$ cat config.mk
export PLATFORM = sky130hd
export DESIGN_NAME = oofd_decoder
export DESIGN_NICKNAME = d
export VERILOG_FILES = /design/src/oofd_pkg.sv /design/src/oofd_decoder.sv
export SDC_FILE = /design/constraint.sdc
export NUM_CORES = 1
export LEC_CHECK = 0
export BUFFER_PORTS_ARGS = -buffer_cell sky130_fd_sc_hd__clkbuf_2
export CORE_ASPECT_RATIO = 0.7
export CORE_MARGIN = 2
export CORE_UTILIZATION = 59
export DETAILED_ROUTE_END_ITERATION = 7
export PLACE_DENSITY_LB_ADDON = 0.3
export SLEW_MARGIN = 10
export SYNTH_ARGS = -nofsm -noshare
export SYNTH_HDL_FRONTEND = slang
export SYNTH_SLANG_ARGS = --single-unit
$ cat constraint.sdc
create_clock -name pclk -period 2.6 [get_ports pclk]
set_input_delay 0.52 -clock pclk [delete_from_list [all_inputs] [get_ports pclk]]
set_output_delay 0.52 -clock pclk [all_outputs]
set_load 0.05 [all_outputs]
$ cat src/oofd_pkg.sv
// Package: register offsets, field layouts and types of the operand decoder
package oofd_pkg;

    // --------------------------------
    // Register indices; byte address is four times the index
    // --------------------------------
    localparam logic [11:0] ADDR_WORKING_ACCUMULATOR   = 12'hfe8;
    localparam logic [11:0] ADDR_MULTIPLY_PRODUCT_LOW  = 12'hff3;
    localparam logic [11:0] ADDR_MULTIPLY_PRODUCT_HIGH = 12'hff4;
    localparam logic [11:0] ADDR_TABLE_DATA_LATCH      = 12'hff5;
    localparam logic [11:0] ADDR_PROGRAM_TABLE_POINTER = 12'hff6;
    localparam logic [11:0] ADDR_PROGRAM_COUNTER_LOW   = 12'hff9;
    localparam logic [11:0] ADDR_PROGRAM_COUNTER_HIGH  = 12'hffa;
    localparam logic [11:0] ADDR_PROGRAM_COUNTER_UPPER = 12'hffb;
    // Indices of the bank, instruction and decode views
    localparam logic [11:0] ADDR_BANK_SELECTOR         = 12'h100;
    localparam logic [11:0] ADDR_INSTR_WORD            = 12'h101;
    localparam logic [11:0] ADDR_DECODE_A              = 12'h102;
    localparam logic [11:0] ADDR_DECODE_B              = 12'h103;
    localparam logic [11:0] ADDR_DECODE_C              = 12'h104;

    // --------------------------------
    // Reset values and widths
    // --------------------------------
    localparam logic [7:0]  RST_BYTE       = 8'h00;
    localparam logic [20:0] RST_TABLE_PTR  = 21'h000000;
    localparam logic [3:0]  RST_BANK       = 4'h0;
    localparam logic [15:0] RST_WORD       = 16'h0000;
    localparam logic [3:0]  SECOND_WORD_TAG = 4'hf;
    // Access RAM split: low half of bank 0, high half of bank 15
    localparam logic [7:0]  ACCESS_SPLIT   = 8'h80;

    // --------------------------------
    // Operand formats
    // --------------------------------
    typedef enum logic [2:0] {
        OOFD_FMT_BYTE,
        OOFD_FMT_BIT,
        OOFD_FMT_LIT8,
        OOFD_FMT_LIT12,
        OOFD_FMT_LIT20,
        OOFD_FMT_REL,
        OOFD_FMT_TABLE,
        OOFD_FMT_MOVE
    } oofd_fmt_t;

    typedef enum logic [1:0] {
        OOFD_TBL_NONE,
        OOFD_TBL_POST_INC,
        OOFD_TBL_POST_DEC,
        OOFD_TBL_PRE_INC
    } oofd_tbl_t;

    // Decoded operand fields handed to register file and datapath
    typedef struct packed {
        logic [11:0] file_addr;    // Full data address of file operand
        logic        dest_file;    // 1: result to file, 0: accumulator
        logic [7:0]  bit_mask;     // One-hot bit select
        logic [19:0] literal;      // Zero-extended literal
        logic [20:0] branch_offs;  // Sign-extended relative offset
        logic        branch_abs;   // Literal is absolute target
        logic        fast_shadow;  // Save/restore shadow copies
        oofd_tbl_t   tbl_mode;
        logic [11:0] move_src;
        logic [11:0] move_dst;
        logic        is_nop;       // Lone second word
    } oofd_dec_t;

endpackage
$ cat src/oofd_decoder.sv
// Operand field decoder with APB-visible core special registers
// Behaviour
// RL1: Access bit clear: access RAM, bank selector ignored.
// RL2: Access bit set: bank comes from the bank selector.
// RL3: Destination bit 0 to accumulator, 1 to file register.
// RL4: Bit field picks bit 0 to 7 of the file byte.
// RL5: File operand is an 8-bit address in one bank.
// RL6: Move source is a full 12-bit unbanked address.
// RL7: Move destination is a full 12-bit unbanked address.
// RL8: Literals are 8, 12 or 20 bits by format.
// RL9: Table mode: none, post-inc, post-dec, pre-inc.
// RL10: Branch field signed if relative, absolute for call/goto.
// RL11: Fast bit set uses shadow copies; clear leaves them.
// RL12: Don't-care bits never change the decode.
// RL13: Table pointer is 21 bits at its file address.
// RL14: Table latch holds the moved byte at its address.
// RL15: Product low and high bytes at their addresses.
// RL16: Accumulator reachable as a file register.
// RL17: Counter low, high and upper latches at consecutive addresses.
// RL18: Bank selector picks the active RAM bank.
// RL19: Selected_bank_symbol address is bank selector above the operand.
// RL20: Second word starts with four ones; alone a no-op.
//
// Added by the designer: the APB interface to the registers.
module oofd_decoder (
    input  wire logic                pclk,
    input  wire logic                presetn,
    input  wire logic                psel,
    input  wire logic                penable,
    input  wire logic                pwrite,
    input  wire logic [13:0]         paddr,
    input  wire logic [31:0]         pwdata,
    output logic      [31:0]         prdata,
    output logic                     pready,
    output logic                     pslverr,
    input  wire logic [15:0]         instr_word,
    input  wire logic [15:0]         instr_next,
    input  wire logic                instr_valid,
    input  wire oofd_pkg::oofd_fmt_t instr_fmt,
    input  wire logic [15:0]         mul_product,
    input  wire logic                mul_load,
    output oofd_pkg::oofd_dec_t      dec_out
);

    // --------------------------------
    // Functions
    // --------------------------------

    // Forms a full data address from access bit, bank and operand
    function automatic logic [11:0] file_address(
        input logic       acc_bit,
        input logic [3:0] bank,
        input logic [7:0] f
    );
        logic [11:0] a;
        a = 12'h000;
        if (acc_bit) begin
            a = {bank, f};                                    // RL2 RL19
        end else if (f < oofd_pkg::ACCESS_SPLIT) begin
            a = {4'h0, f};                                    // RL1
        end else begin
            // Upper half of access RAM sits in the top bank
            a = {4'hf, f};                                    // RL1
        end
        return a;
    endfunction

    // One-hot mask from a three-bit position
    function automatic logic [7:0] bit_select(input logic [2:0] b);
        logic [7:0] m;
        m = 8'h00;
        m[b] = 1'b1;                                          // RL4
        return m;
    endfunction

    // --------------------------------
    // Register state
    // --------------------------------
    logic [7:0]  working_accumulator;
    logic [7:0]  multiply_product_low;
    logic [7:0]  multiply_product_high;
    logic [7:0]  table_data_latch;
    logic [20:0] program_table_pointer;
    logic [7:0]  program_counter_low_byte;
    logic [7:0]  program_counter_high_latch;
    logic [7:0]  program_counter_upper_latch;
    logic [3:0]  bank_selector;
    logic [15:0] sw_word;
    logic [15:0] sw_next;
    logic [31:0] prdata_q;

    // Next-state copies of the register state
    logic [7:0]  next_working_accumulator;
    logic [7:0]  next_multiply_product_low;
    logic [7:0]  next_multiply_product_high;
    logic [7:0]  next_table_data_latch;
    logic [20:0] next_program_table_pointer;
    logic [7:0]  next_program_counter_low_byte;
    logic [7:0]  next_program_counter_high_latch;
    logic [7:0]  next_program_counter_upper_latch;
    logic [3:0]  next_bank_selector;
    logic [15:0] next_sw_word;
    logic [15:0] next_sw_next;
    logic [31:0] next_prdata;

    // Bus strobes, index and decode wires
    logic        wr_en;
    logic        rd_en;
    logic        hit;
    logic [11:0] reg_idx;
    logic [15:0] cur_word;
    logic [15:0] cur_next;
    oofd_pkg::oofd_dec_t dec_c;
    oofd_pkg::oofd_dec_t next_dec;

    // APB strobes: one-cycle access, no wait states
    assign wr_en   = psel & penable & pwrite;
    assign rd_en   = psel & ~penable & ~pwrite;
    assign reg_idx = paddr[13:2];
    assign pready  = 1'b1;

    // Address hit detection for slave error on unmapped indices
    always_comb begin
        case (reg_idx)
            oofd_pkg::ADDR_WORKING_ACCUMULATOR,
            oofd_pkg::ADDR_MULTIPLY_PRODUCT_LOW,
            oofd_pkg::ADDR_MULTIPLY_PRODUCT_HIGH,
            oofd_pkg::ADDR_TABLE_DATA_LATCH,
            oofd_pkg::ADDR_PROGRAM_TABLE_POINTER,
            oofd_pkg::ADDR_PROGRAM_COUNTER_LOW,
            oofd_pkg::ADDR_PROGRAM_COUNTER_HIGH,
            oofd_pkg::ADDR_PROGRAM_COUNTER_UPPER,
            oofd_pkg::ADDR_BANK_SELECTOR,
            oofd_pkg::ADDR_INSTR_WORD,
            oofd_pkg::ADDR_DECODE_A,
            oofd_pkg::ADDR_DECODE_B,
            oofd_pkg::ADDR_DECODE_C: hit = 1'b1;
            default:                 hit = 1'b0;
        endcase
    end
    assign pslverr = psel & penable & ~hit;
    // A refused write changes nothing; a refused read returns zero

    // --------------------------------
    // Instruction source: fetch port when valid, else software word
    // --------------------------------
    assign cur_word = instr_valid ? instr_word : sw_word;
    assign cur_next = instr_valid ? instr_next : sw_next;

    // --------------------------------
    // Operand decode
    // --------------------------------
    always_comb begin
        dec_c = '0;
        dec_c.tbl_mode = oofd_pkg::OOFD_TBL_NONE;
        // A lone second word decodes to nothing at all
        if (cur_word[15:12] == oofd_pkg::SECOND_WORD_TAG) begin
            dec_c.is_nop = 1'b1;                              // RL20
        end else begin
            case (instr_fmt)
                oofd_pkg::OOFD_FMT_BYTE: begin
                    dec_c.file_addr = file_address(cur_word[8],
                        bank_selector, cur_word[7:0]);        // RL5
                    dec_c.dest_file = cur_word[9];            // RL3
                end
                oofd_pkg::OOFD_FMT_BIT: begin
                    dec_c.file_addr = file_address(cur_word[8],
                        bank_selector, cur_word[7:0]);        // RL5
                    dec_c.bit_mask  = bit_select(cur_word[11:9]);
                end
                oofd_pkg::OOFD_FMT_LIT8: begin
                    dec_c.literal = {12'h000, cur_word[7:0]}; // RL8
                end
                oofd_pkg::OOFD_FMT_LIT12: begin
                    dec_c.literal = {8'h00, cur_word[3:0],
                                     cur_next[7:0]};          // RL8
                end
                oofd_pkg::OOFD_FMT_LIT20: begin
                    dec_c.literal     = {cur_next[11:0],
                                         cur_word[7:0]};      // RL8
                    dec_c.branch_abs  = 1'b1;                 // RL10
                    dec_c.fast_shadow = cur_word[8];          // RL11
                end
                oofd_pkg::OOFD_FMT_REL: begin
                    // Long form uses 11 bits, short form 8 bits
                    if (cur_word[15:12] == 4'hd) begin
                        dec_c.branch_offs = {{10{cur_word[10]}},
                                             cur_word[10:0]}; // RL10
                    end else begin
                        dec_c.branch_offs = {{13{cur_word[7]}},
                                             cur_word[7:0]};  // RL10
                    end
                end
                oofd_pkg::OOFD_FMT_TABLE: begin
                    dec_c.tbl_mode = oofd_pkg::oofd_tbl_t'(
                        cur_word[1:0]);                       // RL9 RL12
                    dec_c.fast_shadow = cur_word[0] &
                        (cur_word[15:4] == 12'h001);          // RL11
                end
                oofd_pkg::OOFD_FMT_MOVE: begin
                    dec_c.move_src = cur_word[11:0];          // RL6
                    dec_c.move_dst = cur_next[11:0];          // RL7
                end
                default: dec_c.is_nop = 1'b1;
            endcase
        end
    end
    assign next_dec = dec_c;

    // Decoded fields registered toward the datapath
    always_ff @(posedge pclk or negedge presetn) begin
        if (!presetn) begin
            dec_out <= '0;
        end else begin
            dec_out <= next_dec;
        end
    end

    // --------------------------------
    // Register file next values
    // --------------------------------
    always_comb begin
        next_working_accumulator         = working_accumulator;
        next_multiply_product_low        = multiply_product_low;
        next_multiply_product_high       = multiply_product_high;
        next_table_data_latch            = table_data_latch;
        next_program_table_pointer       = program_table_pointer;
        next_program_counter_low_byte    = program_counter_low_byte;
        next_program_counter_high_latch  = program_counter_high_latch;
        next_program_counter_upper_latch = program_counter_upper_latch;
        next_bank_selector               = bank_selector;
        next_sw_word                     = sw_word;
        next_sw_next                     = sw_next;
        if (mul_load) begin
            next_multiply_product_low  = mul_product[7:0];    // RL15
            next_multiply_product_high = mul_product[15:8];   // RL15
        end
        // Bus write comes last so it beats a product load in one cycle
        if (wr_en) begin
            case (reg_idx)
                oofd_pkg::ADDR_WORKING_ACCUMULATOR:
                    next_working_accumulator = pwdata[7:0];   // RL16
                oofd_pkg::ADDR_MULTIPLY_PRODUCT_LOW:
                    next_multiply_product_low = pwdata[7:0];  // RL15
                oofd_pkg::ADDR_MULTIPLY_PRODUCT_HIGH:
                    next_multiply_product_high = pwdata[7:0]; // RL15
                oofd_pkg::ADDR_TABLE_DATA_LATCH:
                    next_table_data_latch = pwdata[7:0];      // RL14
                oofd_pkg::ADDR_PROGRAM_TABLE_POINTER:
                    next_program_table_pointer = pwdata[20:0]; // RL13
                oofd_pkg::ADDR_PROGRAM_COUNTER_LOW:
                    next_program_counter_low_byte = pwdata[7:0]; // RL17
                oofd_pkg::ADDR_PROGRAM_COUNTER_HIGH:
                    next_program_counter_high_latch = pwdata[7:0]; // RL17
                oofd_pkg::ADDR_PROGRAM_COUNTER_UPPER:
                    next_program_counter_upper_latch = pwdata[7:0]; // RL17
                oofd_pkg::ADDR_BANK_SELECTOR:
                    next_bank_selector = pwdata[3:0];         // RL18
                oofd_pkg::ADDR_INSTR_WORD: begin
                    next_sw_word = pwdata[15:0];
                    next_sw_next = pwdata[31:16];
                end
                default: begin
                end
            endcase
        end
    end

    // Read data mux, captured in the setup cycle
    always_comb begin
        next_prdata = prdata_q;
        if (rd_en) begin
            case (reg_idx)
                oofd_pkg::ADDR_WORKING_ACCUMULATOR:
                    next_prdata = {24'h000000, working_accumulator};
                oofd_pkg::ADDR_MULTIPLY_PRODUCT_LOW:
                    next_prdata = {24'h000000, multiply_product_low};
                oofd_pkg::ADDR_MULTIPLY_PRODUCT_HIGH:
                    next_prdata = {24'h000000, multiply_product_high};
                oofd_pkg::ADDR_TABLE_DATA_LATCH:
                    next_prdata = {24'h000000, table_data_latch};
                oofd_pkg::ADDR_PROGRAM_TABLE_POINTER:
                    next_prdata = {11'h000, program_table_pointer};
                oofd_pkg::ADDR_PROGRAM_COUNTER_LOW:
                    next_prdata = {24'h000000, program_counter_low_byte};
                oofd_pkg::ADDR_PROGRAM_COUNTER_HIGH:
                    next_prdata = {24'h000000, program_counter_high_latch};
                oofd_pkg::ADDR_PROGRAM_COUNTER_UPPER:
                    next_prdata = {24'h000000, program_counter_upper_latch};
                oofd_pkg::ADDR_BANK_SELECTOR:
                    next_prdata = {28'h0000000, bank_selector};
                oofd_pkg::ADDR_INSTR_WORD:
                    next_prdata = {sw_next, sw_word};
                oofd_pkg::ADDR_DECODE_A:
                    next_prdata = {dec_out.file_addr, dec_out.literal};
                oofd_pkg::ADDR_DECODE_B:
                    next_prdata = {dec_out.is_nop, dec_out.fast_shadow,
                                   dec_out.branch_abs, dec_out.dest_file,
                                   dec_out.tbl_mode, dec_out.bit_mask,
                                   dec_out.branch_offs[17:0]};
                oofd_pkg::ADDR_DECODE_C:
                    next_prdata = {8'h00, dec_out.move_dst,
                                   dec_out.move_src};
                default:
                    next_prdata = 32'h00000000;
            endcase
        end
    end

    // Read data stands until the next read setup cycle
    assign prdata = prdata_q;

    // Register file storage
    always_ff @(posedge pclk or negedge presetn) begin
        if (!presetn) begin
            working_accumulator         <= oofd_pkg::RST_BYTE;
            multiply_product_low        <= oofd_pkg::RST_BYTE;
            multiply_product_high       <= oofd_pkg::RST_BYTE;
            table_data_latch            <= oofd_pkg::RST_BYTE;
            program_table_pointer       <= oofd_pkg::RST_TABLE_PTR;
            program_counter_low_byte    <= oofd_pkg::RST_BYTE;
            program_counter_high_latch  <= oofd_pkg::RST_BYTE;
            program_counter_upper_latch <= oofd_pkg::RST_BYTE;
            bank_selector               <= oofd_pkg::RST_BANK;
            sw_word                     <= oofd_pkg::RST_WORD;
            sw_next                     <= oofd_pkg::RST_WORD;
            prdata_q                    <= 32'h00000000;
        end else begin
            working_accumulator         <= next_working_accumulator;
            multiply_product_low        <= next_multiply_product_low;
            multiply_product_high       <= next_multiply_product_high;
            table_data_latch            <= next_table_data_latch;
            program_table_pointer       <= next_program_table_pointer;
            program_counter_low_byte    <= next_program_counter_low_byte;
            program_counter_high_latch  <= next_program_counter_high_latch;
            program_counter_upper_latch <= next_program_counter_upper_latch;
            bank_selector               <= next_bank_selector;
            sw_word                     <= next_sw_word;
            sw_next                     <= next_sw_next;
            prdata_q                    <= next_prdata;
        end
    end

endmodule

==> summary.md, run 1 <==
| Metric | Value |
|---|---|
| Run status | completed |
| CP Buf/Inv Count | 2 |
| Final Hold Viols | 0 |
| CTS tree | built |
| Vias | 8919 |
| Fin cells | 1425 |
| Area of the core | 0.01790 mm^2 |
| DR WL/cell | approximately 25 um |
| Max FO, Critical Path | 3 |
| Clock root buffer | clkbuf_16 |
| H-tree level count | 1 |
| Cell total after placement | 1382 |
| Clk_skew | between 15 and 20 ps |
| CP Launch Type | primary input |
| Worst-path clk slew | about 70 ps |
| Syn nets | 1035 |
| GPL Wtd Cong | 0.9464 |
| Headroom to the max-slew limit | 55.28% |
| Post-Synthesis Cell Area | between 0.01 and 0.015 mm^2 |
| Peak supply drop | approximately 0.52 mV |
| CP Cell Sequence | clkbuf_2 > nor4b_2 > o211ai_1 > a21oi_1 > a2111oi_4 > clkbuf_2 |
| Worst path max stage delay | roughly 400 ps |
| Warnings from Yosys | 0 |
| TritonRoute pass-1 iters | 5 |
| 1st-iter DRT viols | 1241 |
| Antenna violations before repair | 2 |
| Share of cells above drive strength 1 | a little under two fifths |
| Final Setup Violations | 0 |
| Worst hold path class | in -> reg |
| Top FF cell, synth | dfrtp_1 |
| PD cells | 595.6 mW/mm^2 |
| Most used cell, CP | clkbuf_2 |
| Yosys reg bits | 226 |
| Synthesis-to-layout area growth | 22.62% |
| Largest net degree at the start of global routing | 79 |
| Chip Width | about 160 um |
| Worst hold margin | 213.3 ps |
| Post-synth EDFFs | 0 |
| Most frequent cells in the layout | dfrtp_1 (226), clkbuf_2 (220), nor2_1 (112) |
| Final TNS setup | 0 ps |
| Commonest non-fill, non-tap cell in the layout | dfrtp_1 |
| CP required | 2080 ps |
| Endpoint type of the worst setup path | output pin |
| RSZ-0062 raised after global routing | false |
| Seq/Total Area, Yosys | 52.92% |
| Die area | around 0.019 mm^2 |
| Gr usage total | 36.96% |
| Area of the multi-input gates | 0.004606 mm^2 |
| DP Wirelength | 25.90 mm |
| Max Clock Freq | 0.4016 GHz |
| CP Class | in -> out |
| Post-CTS Repair Setup Buffers | 0 |
| Critical-path top delay cell | nor4b_2 |
| Max-cap viol count | 0 |
| Starting density of the core | 59.69% |
| IO Count | roughly 230 |
| Clock latency on the worst-skew pair | roughly 530 ps |
| Layout fillers | around 1300 |
| Final ANT Viol Nets | 0 |
| R2R Setup Slk | approximately 540 ps |
| Netlist cell types | 74 |
| Rows | 41 |
| Leakage power | 6.577 nW |
| Clock Sinks | about 230 |
| Post-Syn Instances | 931 |
| DIE HEIGHT | 116.6 um |
| Num CTS Buffers | 23 |
| Register area | between 0.005 and 0.006 mm^2 |
| Worst-Margin Slew | 654.0 ps |
| First-pass GRT wire length | 51.78 mm |
| Arrival time worst endpoint | 1970 ps |
| Vias in the first global route | 8365 |
| Vias per cell | 6.259 |
| Routed WL | between 30 and 40 mm |
| DRC Markers | 0 |
| Global route overflow | 0 |
| Net count, final | 1276 |
| CTS Buffer Depth | 3 |
| CP top delay family | compound AO/OA/AOI/OAI gates |
| Min Tclk post-route | between 2000 and 2500 ps |
| Synthesized area per cell | 11.48 um^2 |
| Input/output buffers | 221 |
| Final-report max-slew violation count | 0 |
| Ant. Diodes | 0 |
| Asr flop ratio synth | 100.0% |
| CTS resizes | 0 |
| Final worst path period share | 95.76% |
-- stage by stage --
step	power (mW)	instance area, um^2	setup WS (ps)	util (%)
floorplan	4.158	10710	19.32	-
detailed placement	4.537	12340	85.03	68.90
finish	7.805	13100	110.2	73.19
CTS	7.801	13100	106.8	73.19
global placement	4.527	12340	112.4	68.90
global route	8.029	13100	56.85	73.19
-- worst register-to-register path: cells and delay by family, from the launching register on --
kind                   cells  cell delay, ps
AO/OA/AOI/OAI              1             250
flip-flops                 1             480
buffers and inverters      1             290
AND/OR/NAND/NOR            3             880
-- area by class of cell --
cell class,instances,area share [%]
Sequential cell,226,43.16
Clock inverter,11,0.7066
Multi-Input combinational cell,622,35.15
Tap cell,236,2.253
Inverter,4,0.1146
Timing Repair Buffer,295,13.54
Clock buffer,31,5.080
-- repair_timing --
action	in CTS	in global routing
hold buffers	1	0
hold endpoints to repair	2	0
setup endpoints to repair	0	0
-- cells in the mapped netlist, types with 4 or more instances --
cell type,number,area share [%]
a21oi_1,39,1.8
a221oi_1,6,0.49
a22o_1,12,0.98
a22oi_1,38,2.7
a31oi_1,14,0.82
a32oi_1,9,0.74
and2_1,5,0.29
and3_1,6,0.35
buf_2,21,0.98
buf_4,22,1.5
buf_6,5,0.53
clkbuf_1,30,1.1
dfrtp_1,226,53
inv_1,4,0.14
mux2_1,33,3.5
mux2_2,71,7.5
mux2_4,8,1.1
mux2i_1,42,3.9
nand2_1,67,2.4
nand2b_1,5,0.29
nand3_1,6,0.28
nand3b_1,6,0.42
nand4_1,5,0.29
nor2_1,112,3.9
nor2b_1,4,0.23
nor3_1,8,0.37
nor4_4,4,0.80
o211ai_1,4,0.28
o21a_1,4,0.28
o21ai_0,31,1.5
o22a_1,13,1.1
o31ai_1,8,0.56
or3_1,5,0.29
-- worst paths after layout --
path,from,to,cells past startpoint
setup / recovery,paddr[11],pslverr,6
hold / removal,pwdata[29],sw_next[13],2
setup reg to reg,sw_word[13],dec_out[24],5
hold reg to reg,prdata[18],prdata[18],2
max in group asynchronous,presetn,prdata[25],3
min in group asynchronous,presetn,program_counter_low_byte[3],2
-- state kept, by name, summed over array words and instances (netlist names) --
register and count:
bank_selector 4, dec_out 81, multiply_product_high 8, multiply_product_low 8
prdata 32, program_counter_high_latch 8, program_counter_low_byte 8, program_counter_upper_latch 8
program_table_pointer 21, sw_next 16, sw_word 16, table_data_latch 8
working_accumulator 8
-- routing by layer --
metal  global-route usage (%)  part of all wire [%]  vias to the layer above
li1                         -                     -                     3857
met5                        0                     0                        -
met3                    12.46                    14                       67
met2                    50.13                    41                      634
met1                    57.51                    43                     4361
met4                    7.768                   2.0                        0
-- cells by family (layout without fill, tap and decap cells) --
| kind of cell | count (synthesis) | after routing | synth area share, % |
|---|---|---|---|
| flops | 226 | 226 | 52.92 |
| other cells | 1 | 1 | 0.03509 |
| mux | 157 | 157 | 16.65 |
| simple gates | 265 | 265 | 13.21 |
| buf+inv | 83 | 341 | 4.297 |
| compound gates | 199 | 199 | 12.89 |
-- power by group --
part	leakage, nW	switching, mW	internal, mW
clock network	0.376	1.41	1.90
registers	3.09	0.0572	3.59
logic	3.11	0.595	0.253
No activity file was read; power rests on OpenSTA's default activity.
==> run 2: changes to the inputs <==
--- a/config.mk
+++ b/config.mk
@@ -11,5 +11,5 @@
 export CORE_UTILIZATION = 59
 export DETAILED_ROUTE_END_ITERATION = 7
-export PLACE_DENSITY_LB_ADDON = 0.3
+export PLACE_DENSITY = 0.93
 export SLEW_MARGIN = 10
 export SYNTH_ARGS = -nofsm -noshare
==> constraint.sdc (replaced) <==
create_clock -name pclk -period 2.6 [get_ports pclk]
set_input_delay 0.39 -clock pclk [delete_from_list [all_inputs] [get_ports pclk]]
set_output_delay 0.39 -clock pclk [all_outputs]
set_load 0.05 [all_outputs]
==> run 2 against run 1 <==
Non-clock buffer count decreased by 25. Setup slack improved by 70 ps. Clock power decreased by 6%. Via count increased by 1.8%. Wire length decreased by 0.98%. Sequential power about the same. Clock skew decreased by 3.3 ps. Maximum frequency increased by 2.9%. Global-route usage decreased by 0.56 points.
==> summary.md, run 2 (synthesis gave the netlist of run 1 again) <==
| Metric | Value |
|---|---|
| Vias per cell | 6.514 (+4.1%) |
| Area of the core | 0.01790 mm^2 (unchanged) |
| Worst hold path class | in -> reg |
| Endpoint type of the worst setup path | output pin |
| Num CTS Buffers | 22 (-4.3%) |
| Final TNS setup | 0 ps (unchanged) |
| Final worst slack | 180.3 ps (+70.18 ps) |
| Final-report max-slew violation count | 0 (unchanged) |
| DR WL/cell | 25.11 um (+1.2%) |
| CTS Buffer Depth | 3 (unchanged) |
| Final Setup Violations | 0 (unchanged) |
| Max FO, Critical Path | 16 (+13) |
| Worst path max stage delay | 510 ps (+110 ps) |
| Final ANT Viol Nets | 0 (unchanged) |
| Clock latency on the worst-skew pair | 510 ps (-20 ps) |
| 1st-iter DRT viols | 1317 (+6.1%) |
| Post-route design area | 0.01280 mm^2 (-2.3%) |
| Worst-path clk slew | 60 ps (about the same) |
| Fin cells | 1394 (-2.2%) |
| Most used cell, CP | clkbuf_2 |
| DRC Markers | 0 (unchanged) |
| H-tree level count | 1 (unchanged) |
| Net count, final | 1250 (-2.0%) |
| Clock root buffer | clkbuf_16 |
| Die area | 0.01922 mm^2 (unchanged) |
| Input/output buffers | 221 (unchanged) |
| Chip Width | 164.9 um (unchanged) |
| DP Area | 0.01210 mm^2 (-1.9%) |
| Layout fillers | 1193 (-4.9%) |
| GPL Wtd Cong | 1.019 (+7.6%) |
| CTS resizes | 0 (unchanged) |
| Gr usage total | 36.40% (-0.56 points) |
| Ant. Diodes | 0 (unchanged) |
| Clk_skew | 16.13 ps (-3.264 ps) |
| R2R Setup Slk | 540 ps (about the same) |
| Starting density of the core | 59.69% (unchanged) |
| Max reg flops | 81 (unchanged) |
| Cell total after placement | 1357 (-1.8%) |
| Worst-Margin Slew | 712.4 ps (+58.44 ps) |
| RSZ-0062 raised after global routing | false |
| Headroom to the max-slew limit | 52.51% (-2.8 points) |
| Peak supply drop | 0.3813 mV (-27%) |
| CP Class | in -> out |
| CP Launch Type | primary input |
| Run status | completed |
| First-pass GRT wire length | 51.94 mm (+0.29%) |
| Clock share of power | 41.1% (-1.3 points) |
| TritonRoute pass-1 iters | 6 (+1) |
| CP Cell Sequence | clkbuf_2 > or3_1 > a211oi_1 > a2111oi_4 > clkbuf_2 |
| Arrival time worst endpoint | 2030 ps (+60 ps) |
| Final worst path period share | 93.06% (-2.7 points) |
| Largest net degree at the start of global routing | 88 (+11%) |
| Antenna violations before repair | 1 (-1) |
| Leakage power | 6.399 nW (-2.7%) |
| IO Count | 229 (unchanged) |
| Share of cells above drive strength 1 | 35.84% (-1.7 points) |
| Critical-path top delay cell | or3_1 |
| Max Clock Freq | 0.4133 GHz (+2.9%) |
| Vias in the first global route | 8725 (+4.3%) |
| Internal Power | 5.587 mW (-2.8%) |
| Fin util | 71.47% (-1.7 points) |
| Reg power frac | 48.0% (+1.3 points) |
| DP Wirelength | 25.07 mm (-3.2%) |
| Most frequent cells in the layout | dfrtp_1 (226), clkbuf_2 (220), nor2_1 (112) |
| Min Tclk post-route | 2420 ps (-70.17 ps) |
| CP required | 2210 ps (+130 ps) |
| Synthesis-to-layout area growth | 19.74% |
| Max-cap viol count | 0 (unchanged) |
| PD cells | 593.6 mW/mm^2 (-0.34%) |
| Commonest non-fill, non-tap cell in the layout | dfrtp_1 |
| Final Hold Viols | 0 (unchanged) |
| CTS tree | built |
| Global route overflow | 0 (unchanged) |
| Combinational share of power | 10.9% (about the same) |
| Routed WL | 35.01 mm (-0.98%) |
| Psw | 2.009 mW (-2.4%) |
| Vias | 9080 (+1.8%) |
| Sw frac | 26.44% (+0.073 points) |
| DP Worst Slack | 136.6 ps (+51.56 ps) |
| Rows | 41 (unchanged) |
| DIE HEIGHT | 116.6 um (unchanged) |
| Clock Sinks | 226 (unchanged) |
| Register with the most flip-flops | dec_out |
==> run 2: changes by cell type in the layout (fill, tap and decap cells not counted) <==
cell,delta
buf_12,-4
clkbuf_8,-4
clkinv_2,-1
buf_4,-21
clkinvlp_4,+1
inv_6,-2
==> run 2: power by group through the flow <==
stage	sequential [mW]	clock, mW	combinational (mW)
CTS	3.64	3.11	0.814
floorplan	3.85	0	0.306
global placement	3.70	0	0.789
global route	3.65	3.26	0.875
finish	3.64	3.12	0.829
detailed placement	3.71	0	0.806
==> run 2: metrics by stage <==
step                      total power, mW  hold WS, ps
final                               7.596        92.14
after global routing                7.787        90.99
after CTS                           7.570        94.32
after detailed placement            4.512        441.7
after global placement              4.493        434.6
after floorplan                     4.158        94.41
==> run 2: final timing paths <==
kind | from | end | cells after the start
max | paddr[2] | pslverr | 5
max in group asynchronous | presetn | dec_out[38] | 3
min in group asynchronous | presetn | dec_out[33] | 2
min reg2reg | prdata[26] | prdata[26] | 2
min | pwdata[25] | sw_next[9] | 2
max reg2reg | sw_word[13] | dec_out[7] | 5
==> run 2: cell type report <==
class                           count  area [um^2]  area share (%)
Sequential cell                   226         5655           44.20
Inverter                            4        15.01          0.1173
Timing Repair Buffer              270         1536           12.01
Multi-Input combinational cell    622         4606           35.99
Clock buffer                       27        610.6           4.772
Tap cell                          236        295.3           2.308
Clock inverter                      9        77.57          0.6062
==> run 2: worst max-delay path, delay by kind of cell <==
family	cells	cell delay, ps
AO/OA/AOI/OAI	2	600
buffers and inverters	2	520
AND/OR/NAND/NOR	1	510
==> run 2: per-layer routing <==
metal  up-vias  GRT usage [%]  part of all wire (%)
li1       3800              -                     -
met1      4455          52.08                    39
met2       717          52.22                    43
met3       108          13.10                    15
met4         0          11.83                   3.6
met5         -              0                     0
==> run 2: timing repair <==
action                                  in CTS  in global routing
hold buffers                                 1                  0
endpoints found under the setup margin       0                  0
endpoints found under the hold margin       84                  0
buffers inserted                             0                  0
==> run 3: changes to the inputs <==
- REMOVE_ABC_BUFFERS: not set -> 1
==> run 3 against run 2 <==
Worst hold slack worse by 2.4 ps. Design area grew 2.0%. Combinational power grew 3.4%. Global-route usage rose by 0.86 points. Critical path depth up 1. Largest cell class unchanged. Clock power increased by 12%. Critical path type unchanged.
==> summary.md, run 3 (synthesis gave the netlist of run 1 again) <==
| Metric | Value |
|---|---|
| Starting density of the core | 59.69% (unchanged) |
| Min Tclk post-route | 2452 ps (+32.79 ps) |
| Most frequent cells in the layout | dfrtp_1 (226), clkbuf_2 (219), nor2_1 (112) |
| Final ANT Viol Nets | 0 (unchanged) |
| Worst-path clk slew | 60 ps (about the same) |
| Gr usage total | 37.26% (+0.86 points) |
| Rows | 41 (unchanged) |
| CP required | 2210 ps (about the same) |
| Vias in the first global route | 9252 (+6.0%) |
| DP Area | 0.01226 mm^2 (+1.3%) |
| DP Worst Slack | 64.23 ps (-72.36 ps) |
| Headroom to the max-slew limit | 42.25% (-10 points) |
| CTS Buffer Depth | 3 (unchanged) |
| Clock root buffer | clkbuf_16 |
| GPL Wtd Cong | 0.9731 (-4.5%) |
| Vias per cell | 6.753 (+3.7%) |
| Post-CTS Repair Setup Buffers | 0 (unchanged) |
| Max FO, Critical Path | 7 (-9) |
| CP Launch Type | primary input |
| Die area | 0.01922 mm^2 (unchanged) |
| Ant. Diodes | 0 (unchanged) |
| CP Class | in -> out |
| Clock Sinks | 226 (unchanged) |
| DRC Markers | 0 (unchanged) |
| Arrival time worst endpoint | 2060 ps (+30 ps) |
| Area of the core | 0.01790 mm^2 (unchanged) |
| Worst hold margin | 89.70 ps (-2.435 ps) |
| Final-report max-slew violation count | 0 (unchanged) |
| CTS tree | built |
| Chip Width | 164.9 um (unchanged) |
| Peak supply drop | 0.5025 mV (+32%) |
| Register with the most flip-flops | dec_out |
| Final Hold Viols | 0 (unchanged) |
| Max-cap viol count | 0 (unchanged) |
| Share of cells above drive strength 1 | 37.08% (+1.2 points) |
| Global route overflow | 0 (unchanged) |
| DR WL/cell | 25.24 um (+0.51%) |
| DIE HEIGHT | 116.6 um (unchanged) |
| Post-route design area | 0.01305 mm^2 (+2.0%) |
| Worst-Margin Slew | 842.2 ps (+129.8 ps) |
| Final worst path period share | 94.32% (+1.3 points) |
| RSZ-0062 raised after global routing | false |
| Antenna violations before repair | 0 (-1) |
| Largest net degree at the start of global routing | 83 (-5.7%) |
| IO Count | 229 (unchanged) |
| Commonest non-fill, non-tap cell in the layout | dfrtp_1 |
| Max Clock Freq | 0.4078 GHz (-1.3%) |
| First-pass GRT wire length | 53.43 mm (+2.9%) |
| Max reg flops | 81 (unchanged) |
| Final worst slack | 147.6 ps (-32.79 ps) |
| Layout fillers | 1109 (-7.0%) |
| Clk_skew | 8.124 ps (-8.011 ps) |
| Clock latency on the worst-skew pair | 510 ps (about the same) |
| Run status | completed |
| DP Wirelength | 25.00 mm (-0.27%) |
| Net count, final | 1273 (+1.8%) |
| H-tree level count | 1 (unchanged) |
| Synthesis-to-layout area growth | 22.15% |
| Routed WL | 35.84 mm (+2.4%) |
| Worst hold path class | in -> reg |
| PD cells | 611.8 mW/mm^2 (+3.1%) |
| Input/output buffers | 221 (unchanged) |
| Num CTS Buffers | 22 (unchanged) |
| TritonRoute pass-1 iters | 6 (unchanged) |
| Leakage power | 6.563 nW (+2.6%) |
| Vias | 9589 (+5.6%) |
| Total power | 7.987 mW (+5.1%) |
| 1st-iter DRT viols | 1239 (-5.9%) |
| Endpoint type of the worst setup path | output pin |
| Final Setup Violations | 0 (unchanged) |
| Fin util | 72.91% (+1.4 points) |
==> run 3: changes by cell type in the layout (fill, tap and decap cells not counted) <==
cell,change
buf_4,+24
bufinv_16,+3
clkinvlp_4,-3
clkbuf_1,+2
clkbuf_8,+2
a2111oi_1,+1
a2111oi_4,-1
clkbuf_2,-1
clkinv_2,-1
nand2_1,-1
nand2_2,+1
==> run 3: worst paths after layout <==
check	startpoint	endpoint	slack, ps	cells after the start
max in group asynchronous	presetn	program_table_pointer[5]	1360	3
max	paddr[4]	pslverr	150	6
max reg2reg	sw_word[14]	dec_out[77]	570	5
min in group asynchronous	presetn	dec_out[1]	460	2
min	pwdata[23]	sw_next[7]	90	2
min reg2reg	prdata[30]	prdata[30]	480	2
==> run 3: critical path: stages <==
cell and delay (ps):
clkbuf_2 150, nor2b_1 170, o21ai_0 200, o21ai_0 150, a2111oi_1 770, buf_12 220
==> run 3: area by class of cell <==
| cell class | count | area, um^2 | share of cell area (%) |
|---|---|---|---|
| tap | 236 | 295.3 | 2.262 |
| timing repair buffer | 293 | 1712 | 13.11 |
| inverter | 4 | 15.01 | 0.1150 |
| sequential | 226 | 5655 | 43.32 |
| clock buffer | 31 | 645.6 | 4.946 |
| clock inverter | 8 | 140.1 | 1.074 |
| multi-input combinational | 622 | 4591 | 35.17 |
==> run 3: report_power, final <==
part | switching, mW | internal (mW) | total (mW)
sequential | 0.0555 | 3.59 | 3.64
combinational | 0.604 | 0.252 | 0.857
clock | 1.36 | 2.12 | 3.49
total | 2.02 | 5.97 | 7.99
==> run 3: routing by layer <==
layer | vias to the layer above | GRT usage, % | part of all wire [%]
met5 | - | 0 | 0
met4 | 0 | 17.28 | 5.7
met3 | 213 | 12.71 | 14
met2 | 862 | 55.34 | 43
met1 | 4646 | 49.99 | 38
li1 | 3868 | - | -
==> run 3: per-stage QoR <==
| step | TNS [ps] | cells |
|---|---|---|
| after global placement | 0 | 1380 |
| after global routing | 0 | 1420 |
| after detailed placement | 0 | 1380 |
| after floorplan | -35370 | 852 |
| final | 0 | 1420 |
| after CTS | 0 | 1420 |
==> run 3: timing repair <==
item / CTS / global route
endpoints found under the setup margin: 0 / 1
hold buffers: 1 / 0
gates resized for setup: 0 / 1
hold endpoints to repair: 78 / 0
